==> src/hdl/boot_mode_params.svh <==
`ifndef BOOT_MODE_PARAMS_SVH
`define BOOT_MODE_PARAMS_SVH

// serial clock and stream geometry
`define MODE_CLOCK_DIVIDE 256
`define DIVIDER_WIDTH 8
`define DIVIDER_RESET 8'h00
`define DIVIDER_STEP 8'h01
`define SAMPLE_PHASE 8'h7f
`define STREAM_BITS 256
`define BIT_COUNT_WIDTH 8
`define BIT_COUNT_RESET 8'h00
`define BIT_COUNT_STEP 8'h01
`define LAST_BIT_INDEX 8'hff
`define FIRST_HIGH_RESERVED_BIT 8'h13
`define WORD_WIDTH 32
`define WORD_LAST_BIT 5'h1f
`define FIFO_DEPTH 8

// mode word field positions
`define RSV_LOW_BIT 0
`define WB_PATTERN_MSB 4
`define WB_PATTERN_LSB 1
`define WB_PATTERN_LAST_CODE 4'h8
`define DIVISOR_MSB 7
`define DIVISOR_LSB 5
`define DIVISOR_BAD_CODE 3'h7
`define DIVISOR_BASE 4'h2
`define ENDIAN_BIT 8
`define PROTOCOL_MSB 10
`define PROTOCOL_LSB 9
`define TIMER_DISABLE_BIT 11
`define RSV_MID_BIT 12
`define STRENGTH_MSB 14
`define STRENGTH_LSB 13
`define TX_GATE_MSB 16
`define TX_GATE_LSB 15
`define RX_GATE_MSB 18
`define RX_GATE_LSB 17
`define RSV_HIGH_MSB 31
`define RSV_HIGH_LSB 19

// register map, byte addresses
`define ADDR_WIDTH 4
`define REG_CONTROL 4'h0
`define REG_STATUS 4'h4
`define REG_STREAM 4'h8
`define REG_MODE_WORD 4'hc
`define CONTROL_RELOAD_BIT 0

// reset values of held fields: decode of an all-zero stream
`define WORD_RESET 32'h0000_0000
`define PATTERN_RESET 4'h0
`define DIVISOR_RESET 4'h2
`define CLOCK_ENABLE_RESET 2'h3

`endif

==> src/hdl/boot_mode_pkg.sv <==
`include "boot_mode_params.svh"
package boot_mode_pkg;

  typedef enum logic [1:0] {
    PHASE_IDLE = 2'b00,
    PHASE_LOAD = 2'b01,
    PHASE_DONE = 2'b10
  } load_phase_e;

  typedef enum logic [1:0] {
    PROTO_COMPAT = 2'b00,
    PROTO_RESERVED = 2'b01,
    PROTO_PIPELINED = 2'b10,
    PROTO_REISSUE = 2'b11
  } write_protocol_e;

  typedef enum logic [1:0] {
    DRIVE_67 = 2'b00,
    DRIVE_50 = 2'b01,
    DRIVE_100 = 2'b10,
    DRIVE_83 = 2'b11
  } drive_strength_e;

  typedef struct packed {
    load_phase_e phase;
    logic [`DIVIDER_WIDTH-1:0] divider;
    logic [`BIT_COUNT_WIDTH-1:0] bit_count;
    logic [`WORD_WIDTH-1:0] shifter;
    logic [`WORD_WIDTH-1:0] word;
    logic word_valid;
    logic [`WORD_WIDTH-1:0] mode_word;
    logic high_bits_set;
    logic [3:0] pattern;
    logic pattern_reserved;
    logic [3:0] divisor;
    logic divisor_reserved;
    logic big_endian;
    write_protocol_e protocol;
    logic timer_int_enable;
    drive_strength_e strength;
    logic [1:0] tx_enable;
    logic [1:0] rx_enable;
    logic reserved_error;
    logic [`WORD_WIDTH-1:0] read_data;
  } loader_state_s;

endpackage

==> src/hdl/boot_mode_word_fifo.sv <==
`timescale 1ns/100ps
module boot_mode_word_fifo #(
  parameter int WIDTH = 32,
  parameter int DEPTH = 8
) (
  input wire logic clock_i,
  input wire logic reset_i,
  input wire logic in_valid_i,
  output logic in_ready_o,
  input wire logic [WIDTH-1:0] in_data_i,
  output logic out_valid_o,
  input wire logic out_ready_i,
  output logic [WIDTH-1:0] out_data_o
);

  localparam int PTR_W = $clog2(DEPTH);

  typedef struct packed {
    logic [DEPTH-1:0][WIDTH-1:0] slots;
    logic [PTR_W-1:0] wr_ptr;
    logic [PTR_W-1:0] rd_ptr;
    logic [PTR_W:0] count;
  } fifo_state_s;

  fifo_state_s state;
  fifo_state_s next_state;
  logic push;
  logic pop;

  assign in_ready_o = state.count != (PTR_W+1)'(DEPTH);
  assign out_valid_o = state.count != '0;
  assign out_data_o = state.slots[state.rd_ptr];
  assign push = in_valid_i && in_ready_o;
  assign pop = out_valid_o && out_ready_i;

  always_comb
  begin
    next_state = state;
    if (push)
    begin
      next_state.slots[state.wr_ptr] = in_data_i;
      // explicit wrap keeps non power of two depths honest
      if (state.wr_ptr == PTR_W'(DEPTH - 1))
        next_state.wr_ptr = '0;
      else
        next_state.wr_ptr = state.wr_ptr + PTR_W'(1);
    end
    if (pop)
    begin
      if (state.rd_ptr == PTR_W'(DEPTH - 1))
        next_state.rd_ptr = '0;
      else
        next_state.rd_ptr = state.rd_ptr + PTR_W'(1);
    end
    if (push && !pop)
      next_state.count = state.count + (PTR_W+1)'(1);
    else if (pop && !push)
      next_state.count = state.count - (PTR_W+1)'(1);
  end

  always_ff @(posedge clock_i or posedge reset_i)
  begin
    if (reset_i)
      state <= '0;
    else
      state <= next_state;
  end

endmodule

==> src/hdl/boot_mode_serial_loader.sv <==
// Implementation choices: the strobed register port and the address map.
`timescale 1ns/100ps
`include "boot_mode_params.svh"
module boot_mode_serial_loader (
  input wire logic clock_i,
  input wire logic reset_i,
  input wire logic supply_good_i,
  input wire logic mode_data_i,
  output logic mode_clock_o,
  output logic load_done_o,
  output logic [3:0] writeback_pattern_o,
  output logic writeback_pattern_reserved_o,
  output logic [3:0] interface_clock_divisor_o,
  output logic divisor_reserved_o,
  output logic big_endian_o,
  output boot_mode_pkg::write_protocol_e write_protocol_o,
  output logic timer_interrupt_enable_o,
  output boot_mode_pkg::drive_strength_e drive_strength_o,
  output logic [1:0] transmit_clock_out_enable_o,
  output logic [1:0] receive_clock_out_enable_o,
  output logic reserved_bits_error_o,
  input wire logic [`ADDR_WIDTH-1:0] reg_address_i,
  input wire logic [`WORD_WIDTH-1:0] reg_write_data_i,
  input wire logic reg_write_i,
  input wire logic reg_read_i,
  output logic [`WORD_WIDTH-1:0] reg_read_data_o
);

  localparam boot_mode_pkg::loader_state_s STATE_RESET = '{
    phase: boot_mode_pkg::PHASE_IDLE,
    divider: `DIVIDER_RESET,
    bit_count: `BIT_COUNT_RESET,
    shifter: `WORD_RESET,
    word: `WORD_RESET,
    word_valid: 1'b0,
    mode_word: `WORD_RESET,
    high_bits_set: 1'b0,
    pattern: `PATTERN_RESET,
    pattern_reserved: 1'b0,
    divisor: `DIVISOR_RESET,
    divisor_reserved: 1'b0,
    big_endian: 1'b0,
    protocol: boot_mode_pkg::PROTO_COMPAT,
    timer_int_enable: 1'b1,
    strength: boot_mode_pkg::DRIVE_67,
    tx_enable: `CLOCK_ENABLE_RESET,
    rx_enable: `CLOCK_ENABLE_RESET,
    reserved_error: 1'b0,
    read_data: `WORD_RESET
  };

  boot_mode_pkg::loader_state_s state;
  boot_mode_pkg::loader_state_s next_state;

  logic loading;
  logic stall;
  logic sample_now;
  logic word_complete;
  logic last_bit;
  logic reload_request;
  logic fifo_in_ready;
  logic fifo_out_valid;
  logic fifo_pop;
  logic [`WORD_WIDTH-1:0] fifo_out_data;
  logic [`WORD_WIDTH-1:0] assembled;
  logic [`WORD_WIDTH-1:0] status_word;
  logic [`WORD_WIDTH-1:0] mode_bits;
  logic pattern_bad;
  logic divisor_bad;
  logic protocol_bad;
  logic low_reserved_set;

  assign loading = state.phase == boot_mode_pkg::PHASE_LOAD;

  // a pending word that the fifo cannot take freezes the serial clock,
  // so the stream waits instead of losing bits
  assign stall = loading && state.word_valid && !fifo_in_ready;

  // rising edge of the serial clock: divider steps from 7f to 80
  assign sample_now = loading && !stall && (state.divider == `SAMPLE_PHASE);

  // new bit enters at the top, so after 32 shifts bit 0 sits at the bottom
  assign assembled = {mode_data_i, state.shifter[`WORD_WIDTH-1:1]};

  assign word_complete = sample_now && (state.bit_count[4:0] == `WORD_LAST_BIT);
  assign last_bit = sample_now && (state.bit_count == `LAST_BIT_INDEX);

  assign reload_request = reg_write_i && (reg_address_i == `REG_CONTROL)
    && reg_write_data_i[`CONTROL_RELOAD_BIT];
  assign fifo_pop = reg_read_i && (reg_address_i == `REG_STREAM);

  // the first word holds every defined field
  assign mode_bits = state.mode_word;

  assign pattern_bad = mode_bits[`WB_PATTERN_MSB:`WB_PATTERN_LSB] > `WB_PATTERN_LAST_CODE;
  assign divisor_bad = mode_bits[`DIVISOR_MSB:`DIVISOR_LSB] == `DIVISOR_BAD_CODE;
  assign protocol_bad = boot_mode_pkg::write_protocol_e'(mode_bits[`PROTOCOL_MSB:`PROTOCOL_LSB])
    == boot_mode_pkg::PROTO_RESERVED;
  assign low_reserved_set = mode_bits[`RSV_LOW_BIT] || mode_bits[`RSV_MID_BIT];

  assign status_word = {
    12'h000,
    3'h0,
    fifo_out_valid,
    state.bit_count,
    3'h0,
    state.word_valid,
    state.reserved_error,
    stall,
    load_done_o,
    loading
  };

  always_comb
  begin
    next_state = state;
    next_state.read_data = `WORD_RESET;

    // free running outside a stall, also after the load ends
    if (!stall)
      next_state.divider = state.divider + `DIVIDER_STEP;

    if (state.word_valid && fifo_in_ready)
      next_state.word_valid = 1'b0;

    if (sample_now)
    begin
      next_state.shifter = assembled;
      next_state.bit_count = state.bit_count + `BIT_COUNT_STEP;
      if ((state.bit_count >= `FIRST_HIGH_RESERVED_BIT) && mode_data_i)
        next_state.high_bits_set = 1'b1;
    end

    // a new word may land in the cycle the old one leaves
    if (word_complete)
    begin
      next_state.word = assembled;
      next_state.word_valid = 1'b1;
      if (state.bit_count[`BIT_COUNT_WIDTH-1:5] == 3'h0)
        next_state.mode_word = assembled;
    end

    unique case (state.phase)
      boot_mode_pkg::PHASE_IDLE:
      begin
        if (supply_good_i)
        begin
          next_state.phase = boot_mode_pkg::PHASE_LOAD;
          next_state.bit_count = `BIT_COUNT_RESET;
          next_state.high_bits_set = 1'b0;
        end
      end
      boot_mode_pkg::PHASE_LOAD:
      begin
        if (last_bit)
        begin
          // fields change only here, never part way through a stream
          next_state.phase = boot_mode_pkg::PHASE_DONE;
          next_state.pattern = mode_bits[`WB_PATTERN_MSB:`WB_PATTERN_LSB];
          next_state.pattern_reserved = pattern_bad;
          next_state.divisor = {1'b0, mode_bits[`DIVISOR_MSB:`DIVISOR_LSB]} + `DIVISOR_BASE;
          next_state.divisor_reserved = divisor_bad;
          next_state.big_endian = mode_bits[`ENDIAN_BIT];
          next_state.protocol =
            boot_mode_pkg::write_protocol_e'(mode_bits[`PROTOCOL_MSB:`PROTOCOL_LSB]);
          next_state.timer_int_enable = !mode_bits[`TIMER_DISABLE_BIT];
          next_state.strength =
            boot_mode_pkg::drive_strength_e'(mode_bits[`STRENGTH_MSB:`STRENGTH_LSB]);
          next_state.tx_enable = ~mode_bits[`TX_GATE_MSB:`TX_GATE_LSB];
          next_state.rx_enable = ~mode_bits[`RX_GATE_MSB:`RX_GATE_LSB];
          // bit 255 is on the pin right now, so it joins the check directly
          next_state.reserved_error = low_reserved_set
            || (mode_bits[`RSV_HIGH_MSB:`RSV_HIGH_LSB] != 13'h0000)
            || state.high_bits_set
            || mode_data_i
            || pattern_bad
            || divisor_bad
            || protocol_bad;
        end
      end
      boot_mode_pkg::PHASE_DONE:
      begin
        // data input no longer looked at
        next_state.phase = boot_mode_pkg::PHASE_DONE;
      end
      default:
      begin
        next_state.phase = boot_mode_pkg::PHASE_IDLE;
      end
    endcase

    // loss of supply good aborts; held fields keep their values unless bit 255 is sampled in the same cycle
    if (!supply_good_i || reload_request)
      next_state.phase = boot_mode_pkg::PHASE_IDLE;

    if (reg_read_i)
    begin
      case (reg_address_i)
        `REG_STATUS:
          next_state.read_data = status_word;
        `REG_STREAM:
          next_state.read_data = fifo_out_valid ? fifo_out_data : `WORD_RESET;
        `REG_MODE_WORD:
          next_state.read_data = state.mode_word;
        default:
          next_state.read_data = `WORD_RESET;
      endcase
    end
  end

  always_ff @(posedge clock_i or posedge reset_i)
  begin
    if (reset_i)
      state <= STATE_RESET;
    else
      state <= next_state;
  end

  boot_mode_word_fifo #(
    .WIDTH(`WORD_WIDTH),
    .DEPTH(`FIFO_DEPTH)
  ) stream_fifo (
    .clock_i(clock_i),
    .reset_i(reset_i),
    .in_valid_i(state.word_valid),
    .in_ready_o(fifo_in_ready),
    .in_data_i(state.word),
    .out_valid_o(fifo_out_valid),
    .out_ready_i(fifo_pop),
    .out_data_o(fifo_out_data)
  );

  assign mode_clock_o = state.divider[`DIVIDER_WIDTH-1];
  assign load_done_o = state.phase == boot_mode_pkg::PHASE_DONE;
  assign writeback_pattern_o = state.pattern;
  assign writeback_pattern_reserved_o = state.pattern_reserved;
  assign interface_clock_divisor_o = state.divisor;
  assign divisor_reserved_o = state.divisor_reserved;
  assign big_endian_o = state.big_endian;
  assign write_protocol_o = state.protocol;
  assign timer_interrupt_enable_o = state.timer_int_enable;
  assign drive_strength_o = state.strength;
  assign transmit_clock_out_enable_o = state.tx_enable;
  assign receive_clock_out_enable_o = state.rx_enable;
  assign reserved_bits_error_o = state.reserved_error;
  assign reg_read_data_o = state.read_data;

endmodule

==> config.mk <==
export PLATFORM = sky130hd
export DESIGN_NAME = boot_mode_serial_loader
export DESIGN_NICKNAME = d
export VERILOG_FILES = /design/src/hdl/boot_mode_pkg.sv /design/src/hdl/boot_mode_word_fifo.sv /design/src/hdl/boot_mode_serial_loader.sv
export VERILOG_INCLUDE_DIRS = /design/src /design/src/hdl
export SDC_FILE = /design/constraint.sdc
export NUM_CORES = 1
export LEC_CHECK = 0
export BUFFER_PORTS_ARGS = -buffer_cell sky130_fd_sc_hd__buf_4
export CAP_MARGIN = 10
export CORE_ASPECT_RATIO = 0.7
export CORE_MARGIN = 1.5
export CORE_UTILIZATION = 65
export DETAILED_ROUTE_END_ITERATION = 8
export GPL_TIMING_DRIVEN = 0
export PLACE_DENSITY = 0.83
export SLEW_MARGIN = 20
export SYNTH_ARGS = -nofsm -noshare
export SYNTH_HDL_FRONTEND = slang
export SYNTH_SLANG_ARGS = --single-unit
==> constraint.sdc <==
create_clock -name clock_i -period 35.8 [get_ports clock_i]
set_input_delay 5.37 -clock clock_i [delete_from_list [all_inputs] [get_ports clock_i]]
set_output_delay 5.37 -clock clock_i [all_outputs]
set_load 0.03 [all_outputs]
==> summary.txt, run 1 <==
Status -> finished, final reports clean
TNS Setup -> 0 ns
Primary FF master, synth -> dfrtp_1
Post-route ant nets -> 0
Final hold vios -> 0
Slowest stage delay, CP -> 0.58 ns
Sequential area share after synthesis -> 0.568
CP startpoint kind -> input port
Clock Path Buffers -> 3
Fmax -> 125 MHz
Nets -> 1418
Post-CTS Setup Bufs -> 0
Core box area -> 29000 um^2
Slew headroom -> 0.303
Synth Register Bits -> 434
TritonCTS clock tree -> built
DR pass1 iterations -> 5
1st-iter DRT viols -> 970
Critical path buffers and inverters -> 4
CP top delay family -> simple AND/OR/NAND/NOR gates
Largest net degree at the start of global routing -> 107
CP Data Required Time -> 36.23 ns
PostCTS Resize Cnt -> 0
Die ar. -> 30500 um^2
CTS buffer count -> 40
Die width -> 208 um
CTS Sinks -> 434
Placed standard-cell area -> 20200 um^2
Post-route total power -> 1.01 mW
Final core area utilization -> 0.740
Critical Path Most Common Cell -> ha_1
LEAKAGE -> 10.6 nW
Post-synth EDFFs -> 0
Via density -> 6.27
Tcrit/Tclk final -> 0.224
Synth top cells by count -> dfrtp_1, mux2_2, buf_4
Worst hold-check path type -> flip-flop to flip-flop
Chip height -> 147 um
Slew @ Worst Pin -> 1.04 ns
Mapped Area -> 19100 um^2
Pwr Density -> 46.9 nW/um^2
Area Overhead vs Synth -> 12.0%
Clock latency on the worst-skew pair -> 0.53 ns
Drt wl/cell -> 24.6 um
Ports -> 97
Synth top area share -> 0.560
Gr usage total -> 0.300
Peak VDD IR -> 0.0354 mV
First-pass GRT wire length -> 69300 um
Total of max-cap violations -> 0
Layout Skew -> 0.0143 ns
Mapped Cells -> 1250
Final design area excluding fillers -> 21400 um^2
Gpl congestion -> 0.878
Vias in the first global route -> 11660
ANT cells -> 0
CP cell instances -> buf_4 -> or3b_1 -> or4b_1 -> buf_2 -> buf_1 -> ha_1 -> inv_1 -> ha_1 -> a21o_1 -> a21oi_1 -> mux2i_1 -> xnor2_1
CP Capture Type -> flip-flop
Area leader, netlist -> dfrtp_1
Antenna violations before repair -> 0
Clk slew on worst S/H paths -> 0.07 ns
CP max-delay cell -> or4b_1
Most frequent cell after synthesis -> dfrtp_1
RSZ-0062 raised after global routing -> no
Detailed Route WL -> 43400 um
H-Tree Depth -> 2
Initial Util -> 0.661
Share of post-route cells with drive strength above 1 -> 0.474
Placement Setup Slack -> 27.28 ns
Fin. max-slew vios -> 0
Post-synthesis cell type count -> 59
Fraction of registers with async set/reset -> 1.00
Critical path arrival -> 8.46 ns
Crit Path Class -> input port to flip-flop
Hold buffers post-CTS -> 0
PortBufs -> 65
Root buffer cell -> clkbuf_16
Dpl hpwl -> 29400 um
Slack of the critical path -> 27.77 ns
Syn Nets -> 1307
Final min period -> 8.03 ns
Synth area leaders -> dfrtp_1, mux2_2, mux4_2
Final setup fails -> 0
Syn_area_per_cell -> 15.3 um^2
YS warnings -> 0
Remaining DRCs -> 0
Total global routing overflow -> 0
Vias -> 11077
Worst Path Max Fanout -> 10
Site Rows -> 52
-- power breakdown --
part / total (mW) / leakage (nW) / switching, mW / internal [mW]
logic: 0.101 / 3.95 / 0.0623 / 0.0387
registers: 0.501 / 6.02 / 0.00635 / 0.495
clock network: 0.404 / 0.595 / 0.176 / 0.228
-- state kept, by name, indices dropped and copies added (netlist names) --
| register | flops |
|---|---|
| receive_clock_out_enable_o | 2 |
| write_protocol_o | 2 |
| reg_read_data_o | 32 |
| reserved_bits_error_o | 1 |
| transmit_clock_out_enable_o | 2 |
| timer_interrupt_enable_o | 1 |
| mode_clock_o | 1 |
| divisor_reserved_o | 1 |
| assembled | 31 |
| writeback_pattern_reserved_o | 1 |
| big_endian_o | 1 |
| stream_fifo.state | 266 |
| drive_strength_o | 2 |
| state | 51 |
| mode_bits | 32 |
| writeback_pattern_o | 4 |
| interface_clock_divisor_o | 4 |
-- metal layers --
| metal | vias to the layer above | wire length [um] | GRT usage |
|---|---|---|---|
| li1 | 4767 | - | - |
| met1 | 5933 | 20200 | 0.461 |
| met2 | 337 | 19100 | 0.437 |
| met3 | 40 | 3560 | 0.0828 |
| met4 | 0 | 461 | 0.0540 |
| met5 | - | 0 | 0 |
-- metrics by stage --
stage,hold slack [ns],instances
floorplan,0.408,1250
global placement,0.431,1693
detailed placement,0.437,1697
CTS,0.464,1766
global route,0.487,1766
finish,0.462,1766
-- cells by family after synthesis --
logic type,Yosys count,synth area share
adder cells (fa/ha/maj),15,0.0102
AO/OA/AOI/OAI,73,0.0241
buffers and inverters,135,0.0435
multiplexers,476,0.315
flip-flops,434,0.568
AND/OR/NAND/NOR,107,0.0350
XOR/XNOR,10,0.00458
-- placed cells by master (no fill, tap or decap), types with 4 or more instances in the layout --
master / netlist / routed
dfrtp_1: 428 / 428
mux2_2: 348 / 348
buf_4: 71 / 136
mux4_2: 64 / 64
mux2i_1: 44 / 44
clkbuf_16: 0 / 41
nand2_1: 38 / 38
buf_2: 29 / 29
clkbuf_1: 10 / 27
o21ai_0: 24 / 24
mux2_1: 20 / 20
inv_1: 15 / 14
ha_1: 14 / 14
o22ai_1: 13 / 13
a22oi_1: 12 / 12
nor2_1: 9 / 9
xnor2_1: 9 / 9
a21oi_1: 8 / 8
clkbuf_8: 0 / 8
nor4_1: 7 / 7
buf_1: 6 / 6
nand4_1: 6 / 6
nand3_1: 6 / 6
dfstp_2: 6 / 6
nand2b_1: 4 / 4
and3_1: 4 / 4
o31ai_1: 4 / 4
nor3_1: 4 / 4
a21o_1: 4 / 4
buf_16: 0 / 4
-- area by class of cell --
class                   count  area (um^2)
multi-input cells         681         7440
clock inverters             3         15.0
fillers                  1745         7520
inverters                  16         67.6
repair buffers             69          598
well taps                 378          473
plain buffers             119          772
clock buffers              66         1200
flip-flops and latches    434        10900
-- worst paths after layout --
kind	from	end	slack [ns]	cells past startpoint
min in group asynchronous	reset_i	state[159]	4.96	2
max	reg_address_i[1]	stream_fifo.state[3]	27.77	12
max in group asynchronous	reset_i	stream_fifo.state[223]	29.49	4
max reg2reg	stream_fifo.state[0]	stream_fifo.state[3]	32.23	11
min reg2reg	mode_bits[17]	receive_clock_out_enable_o[0]	0.46	1
min	mode_bits[17]	receive_clock_out_enable_o[0]	0.46	1
Note: power is estimated with default switching activity, not from simulation.
==> run 2, diff against run 1 <==
--- a/config.mk
+++ b/config.mk
@@ -10,10 +10,10 @@
 export CAP_MARGIN = 10
 export CORE_ASPECT_RATIO = 0.7
 export CORE_MARGIN = 1.5
-export CORE_UTILIZATION = 65
+export CORE_UTILIZATION = 55
 export DETAILED_ROUTE_END_ITERATION = 8
 export GPL_TIMING_DRIVEN = 0
-export PLACE_DENSITY = 0.83
+export PLACE_DENSITY = 0.75
 export SLEW_MARGIN = 20
 export SYNTH_ARGS = -nofsm -noshare
 export SYNTH_HDL_FRONTEND = slang
==> constraint.sdc (replaced) <==
create_clock -name clock_i -period 7.1 [get_ports clock_i]
set_input_delay 1.065 -clock clock_i [delete_from_list [all_inputs] [get_ports clock_i]]
set_output_delay 1.065 -clock clock_i [all_outputs]
set_load 0.03 [all_outputs]
==> summary.txt, run 2 (synthesized netlist as in run 1, its figures left out) <==
Final setup fails -> 0 (unchanged)
Max reg flops -> 266 (unchanged)
Fin. max-slew vios -> 0 (unchanged)
DRT met1 WL -> 21300 um (was 20200 um)
Antenna violations before repair -> 0 (unchanged)
Chip height -> 159 um (was 147 um)
Hold Crit Start -> mode_bits[17] (unchanged)
CTS Sinks -> 434 (unchanged)
Clk slew on worst S/H paths -> 0.07 ns (about the same)
Crit Path Class -> input port to flip-flop (unchanged)
CP Data Required Time -> 7.58 ns (was 36.23 ns)
Routed met2 length -> 18600 um (was 19100 um)
H-Tree Depth -> 2 (unchanged)
Core box area -> 33800 um^2 (was 29000 um^2)
PostCTS Resize Cnt -> 0 (unchanged)
Hold buffers post-CTS -> 0 (unchanged)
Uppermost routed layer -> met4 (unchanged)
Tcrit/Tclk final -> 0.502
Root buffer cell -> clkbuf_16 (unchanged)
RSZ-0062 raised after global routing -> no (unchanged)
TritonCTS clock tree -> built (unchanged)
Fmax -> 281 MHz
Vias -> 11053 (was 11077)
Worst Hold End -> receive_clock_out_enable_o[0] (unchanged)
Detailed Route WL -> 43300 um (was 43400 um)
CTS buffer count -> 42 (was 40)
Gpl congestion -> 0.892 (was 0.878)
Ports -> 97 (unchanged)
Placed insts -> 1794 (was 1697)
Via density -> 5.90 (was 6.27)
# fillers -> 2409 (was 1745)
Worst hold-check path type -> flip-flop to flip-flop (unchanged)
Drt wl/cell -> 23.1 um (was 24.6 um)
DR pass1 iterations -> 5 (unchanged)
Total of max-cap violations -> 0 (unchanged)
Hold Path Depth -> 1 (unchanged)
Vias in the first global route -> 11604 (was 11660)
Status -> finished, final reports clean (unchanged)
Area Overhead vs Synth -> 14.7% (was 12.0%)
CP startpoint kind -> input port (unchanged)
First-pass GRT wire length -> 69000 um (was 69300 um)
Clock Path Buffers -> 3 (unchanged)
Pwr Density -> 242 nW/um^2 (was 46.9 nW/um^2)
Final hold vios -> 0 (unchanged)
CP Capture Type -> flip-flop (unchanged)
R2R Path End -> stream_fifo.state[3] (unchanged)
Most flops, register -> stream_fifo.state (unchanged)
Remaining DRCs -> 0 (unchanged)
Post-CTS Setup Bufs -> 0 (unchanged)
Met3 wire length -> 2610 um (was 3560 um)
PortBufs -> 65 (unchanged)
Total global routing overflow -> 0 (unchanged)
Share of post-route cells with drive strength above 1 -> 0.485 (was 0.474)
Most frequent cells in the layout -> dfrtp_1, mux2_2, buf_4, mux4_2, clkbuf_16 (was dfrtp_1, mux2_2, buf_4, mux4_2, mux2i_1)
Initial Util -> 0.566 (was 0.661)
R2r setup slk -> 3.71 ns (was 32.23 ns)
Peak VDD IR -> 0.150 mV (was 0.0354 mV)
LEAKAGE -> 10.8 nW (was 10.6 nW)
Site Rows -> 56 (was 52)
Largest registers -> stream_fifo.state x266, state x51 (unchanged)
Die ar. -> 35900 um^2 (was 30500 um^2)
Die width -> 226 um (was 208 um)
Clock latency on the worst-skew pair -> 0.55 ns (was 0.53 ns)
Critical path arrival -> 4.04 ns (was 8.46 ns)
Gr usage total -> 0.253 (was 0.300)
Layout Skew -> 0.0187 ns (was 0.0143 ns)
Commonest non-fill, non-tap cell in the layout -> dfrtp_1 (unchanged)
Largest net degree at the start of global routing -> 35 (was 107)
Final core area utilization -> 0.649 (was 0.740)
Final min period -> 3.56 ns
Slew @ Worst Pin -> 1.10 ns (was 1.04 ns)
Slew headroom -> 0.261 (was 0.303)
Post-route ant nets -> 0 (unchanged)
Worst Path Max Fanout -> 10 (unchanged)
1st-iter DRT viols -> 969 (was 970)
Dpl hpwl -> 30600 um (was 29400 um)
RR Startpoint -> stream_fifo.state[0] (unchanged)
Nets -> 1431 (was 1418)
R2R depth -> 11 (unchanged)
Fin cells -> 1872 (was 1766)
run 2: cell types whose count changed in the layout (fill, tap and decap cells not counted), sizes merged:
cell,delta
diode,+1
clkinv,+3
clkbuf,+1
buf,+11
bufinv,+2
clkinvlp,+3
inv,-1
run 2: through the flow:
step | hold WS, ns | setup WS (ns) | cell area (um^2) | TNS, ns | power, mW
detailed placement | 0.448 | 2.97 | 20500 | 0 | 3.09
global placement | 0.441 | -2.11 | 20200 | -880.27 | 3.07
global route | 0.470 | 3.33 | 21900 | 0 | 5.51
CTS | 0.445 | 3.53 | 21900 | 0 | 5.36
floorplan | 0.408 | 0.179 | 19100 | 0 | 2.93
finish | 0.443 | 3.54 | 22000 | 0 | 5.32
run 2: how the worst max path moves through the flow:
stage / start / endpoint / slack (ns)
final: reg_address_i[1] / stream_fifo.state[3] / 3.54
after floorplan: reset_i / assembled[0] / 0.18
after global placement: reset_i / stream_fifo.state[224] / -2.11
after global routing: reg_address_i[1] / stream_fifo.state[3] / 3.33
after CTS: reg_address_i[1] / stream_fifo.state[3] / 3.53
after detailed placement: reg_address_i[1] / stream_fifo.state[3] / 2.97
run 2: metal layers:
| metal | vias to the layer above | GRT usage |
|---|---|---|
| met1 | 5925 | 0.395 |
| met4 | 0 | 0.0601 |
| li1 | 4804 | - |
| met2 | 261 | 0.360 |
| met3 | 63 | 0.0581 |
| met5 | - | 0 |
run 2: critical path, cell delays in order:
cell	delay [ns]
buf_4	0.13
or3b_1	0.40
or4b_1	0.55
buf_2	0.24
buf_1	0.27
ha_1	0.29
inv_1	0.13
ha_1	0.25
a21o_1	0.17
a21oi_1	0.17
mux2i_1	0.24
xnor2_1	0.13
run 2: power breakdown:
part	switching (mW)	internal [mW]
Combinational	0.309	0.206
Clock	0.939	1.34
Sequential	0.0315	2.49
run 2: area by class of cell:
| class | instances | area, um^2 | share of cell area |
|---|---|---|---|
| Sequential cell | 434 | 10900 | 0.495 |
| Multi-Input combinational cell | 681 | 7440 | 0.339 |
| Clock buffer | 67 | 1310 | 0.0596 |
| Timing Repair Buffer | 80 | 811 | 0.0369 |
| Buffer | 119 | 772 | 0.0352 |
| Tap cell | 464 | 581 | 0.0264 |
| Clock inverter | 10 | 105 | 0.00479 |
| Inverter | 16 | 63.8 | 0.00291 |
| Antenna cell | 1 | 2.50 | 0.000114 |
==> run 3, diff against run 2 <==
==> constraint.sdc (replaced) <==
create_clock -name clock_i -period 3.2 [get_ports clock_i]
set_input_delay 0.48 -clock clock_i [delete_from_list [all_inputs] [get_ports clock_i]]
set_output_delay 0.48 -clock clock_i [all_outputs]
set_load 0.03 [all_outputs]
==> summary.txt, run 3 (synthesized netlist as in run 1, its figures left out) <==
Via density -> 5.92 (was 5.90)
CP startpoint kind -> flip-flop (was input port)
Critical path arrival -> 3.44 ns (was 4.04 ns)
Final setup fails -> 0 (unchanged)
Detailed Route WL -> 43400 um (was 43300 um)
Most frequent cells in the layout -> dfrtp_1, mux2_2, buf_4, mux4_2, clkbuf_16 (unchanged)
Final hold vios -> 0 (unchanged)
Die ar. -> 35900 um^2 (unchanged)
Die width -> 226 um (unchanged)
Vias -> 11076 (was 11053)
# fillers -> 2411 (was 2409)
Clock latency on the worst-skew pair -> 0.55 ns (about the same)
Core box area -> 33800 um^2 (unchanged)
Area Overhead vs Synth -> 14.8% (was 14.7%)
Antenna violations before repair -> 0 (unchanged)
Total global routing overflow -> 0 (unchanged)
Post-route total power -> 11.8 mW (was 5.32 mW)
Most flops, register -> stream_fifo.state (unchanged)
Vias in the first global route -> 11611 (was 11604)
Worst Path Max Fanout -> 8 (was 10)
Largest net degree at the start of global routing -> 35 (unchanged)
Final min period -> 2.96 ns
Placement Setup Slack -> -0.342 ns (was 2.97 ns)
R2r setup slk -> 0.24 ns (was 3.71 ns)
Chip height -> 159 um (unchanged)
R2R depth -> 11 (unchanged)
Status -> finished, final reports clean (unchanged)
CP Capture Type -> flip-flop (unchanged)
Remaining DRCs -> 0 (unchanged)
Hold Crit Start -> mode_data_i (was mode_bits[17])
Fmax -> 338 MHz
Largest registers -> stream_fifo.state x266, state x51 (unchanged)
Post-route ant nets -> 0 (unchanged)
Drt wl/cell -> 23.2 um (was 23.1 um)
Worst hold-check path type -> input port to flip-flop (was flip-flop to flip-flop)
Initial Util -> 0.566 (unchanged)
H-Tree Depth -> 2 (unchanged)
Dpl hpwl -> 30600 um (unchanged)
Clock Path Buffers -> 3 (unchanged)
Nets -> 1431 (unchanged)
Slack of the critical path -> 0.241 ns (was 3.54 ns)
Root buffer cell -> clkbuf_16 (unchanged)
Peak VDD IR -> 0.332 mV (was 0.150 mV)
Crit Path Class -> flip-flop to flip-flop (was input port to flip-flop)
Hold Path Depth -> 2 (was 1)
1st-iter DRT viols -> 871 (was 969)
LEAKAGE -> 10.8 nW (about the same)
Gr usage total -> 0.253 (about the same)
Commonest non-fill, non-tap cell in the layout -> dfrtp_1 (unchanged)
CTS buffer count -> 42 (unchanged)
CTS Sinks -> 434 (unchanged)
Gpl congestion -> 0.892 (unchanged)
Max reg flops -> 266 (unchanged)
DR pass1 iterations -> 5 (unchanged)
Tcrit/Tclk final -> 0.925
RSZ-0062 raised after global routing -> no (unchanged)
Placed standard-cell area -> 20500 um^2 (unchanged)
Pwr Density -> 537 nW/um^2 (was 242 nW/um^2)
PortBufs -> 65 (unchanged)
Slew headroom -> 0.260 (was 0.261)
Slew @ Worst Pin -> 1.11 ns (was 1.10 ns)
Worst Hold End -> mode_bits[31] (was receive_clock_out_enable_o[0])
Site Rows -> 56 (unchanged)
Ports -> 97 (unchanged)
Fin. max-slew vios -> 0 (unchanged)
Final design area excluding fillers -> 22000 um^2 (about the same)
TritonCTS clock tree -> built (unchanged)
Clk slew on worst S/H paths -> 0.07 ns (about the same)
RR Startpoint -> stream_fifo.state[1] (was stream_fifo.state[0])
Post-CTS Setup Bufs -> 0 (unchanged)
CP Data Required Time -> 3.68 ns (was 7.58 ns)
Layout Skew -> 0.0180 ns (was 0.0187 ns)
Share of post-route cells with drive strength above 1 -> 0.486 (was 0.485)
Total of max-cap violations -> 0 (unchanged)
R2R Path End -> stream_fifo.state[3] (unchanged)
First-pass GRT wire length -> 69000 um (about the same)
## run 3: changes by cell type in the layout (fill, tap and decap cells not counted), sizes merged
cell | previous run | this run
dlygate4sd3 | 0 | 1
buf | 189 | 188
## run 3: report_power, final
group / total (mW) / internal, mW / switching, mW
clock: 5.05 / 2.97 / 2.08
sequential: 5.61 / 5.53 / 0.0734
combinational: 1.15 / 0.462 / 0.687
## run 3: worst max-delay path by stage
stage | cells past startpoint | slack, ns | from | end
6_report | 11 | 0.24 | stream_fifo.state[1] | stream_fifo.state[3]
5_1_grt | 10 | 0.02 | stream_fifo.state[0] | stream_fifo.state[3]
4_1_cts | 10 | 0.11 | stream_fifo.state[0] | stream_fifo.state[3]
3_5_place_dp | 12 | -0.34 | reg_address_i[1] | stream_fifo.state[3]
3_3_place_gp | 2 | -5.43 | reset_i | stream_fifo.state[224]
2_1_floorplan | 1 | -3.14 | reset_i | assembled[0]
## run 3: cell type report
type	instances	area, um^2	area share
inverter	16	63.8	0.00290
clock inverter	10	105	0.00478
buffer	118	768	0.0350
sequential	434	10900	0.495
timing repair buffer	81	821	0.0374
antenna	1	2.50	0.000114
tap	464	581	0.0264
multi-input combinational	681	7450	0.339
clock buffer	67	1310	0.0596
## run 3: critical path, stage by stage, from the launching register on
cell      delay [ns]
dfrtp_1         0.47
nor4b_4         0.42
nand2b_2        0.28
buf_4           0.22
inv_2           0.15
ha_1            0.23
inv_1           0.13
ha_1            0.25
a21o_1          0.17
a21oi_1         0.17
mux2i_1         0.25
xnor2_1         0.13
## run 3: per-layer routing
metal	GRT usage	wire [um]
met3	0.0581	2550
met1	0.396	21300
met5	0	0
met2	0.359	18600
met4	0.0604	861
## run 3: stage by stage
stage,TNS [ns],instances,util,hold WS [ns]
3_5_place_dp,-0.464,1794,0.607,0.448
3_3_place_gp,-2318.24,1779,0.597,0.441
4_1_cts,0,1871,0.649,0.191
6_report,0,1872,0.649,0.217
5_1_grt,0,1871,0.649,0.205
2_1_floorplan,-1351.49,1250,-,0.408
## run 3: what timing repair did
item                                   in CTS  in global routing
setup endpoints to repair                   1                  1
gates cloned                                0                  0
pin swaps                                   0                  1
endpoints found under the hold margin       7                  0
hold buffers                                1                  0
gates resized for setup                     0                  2
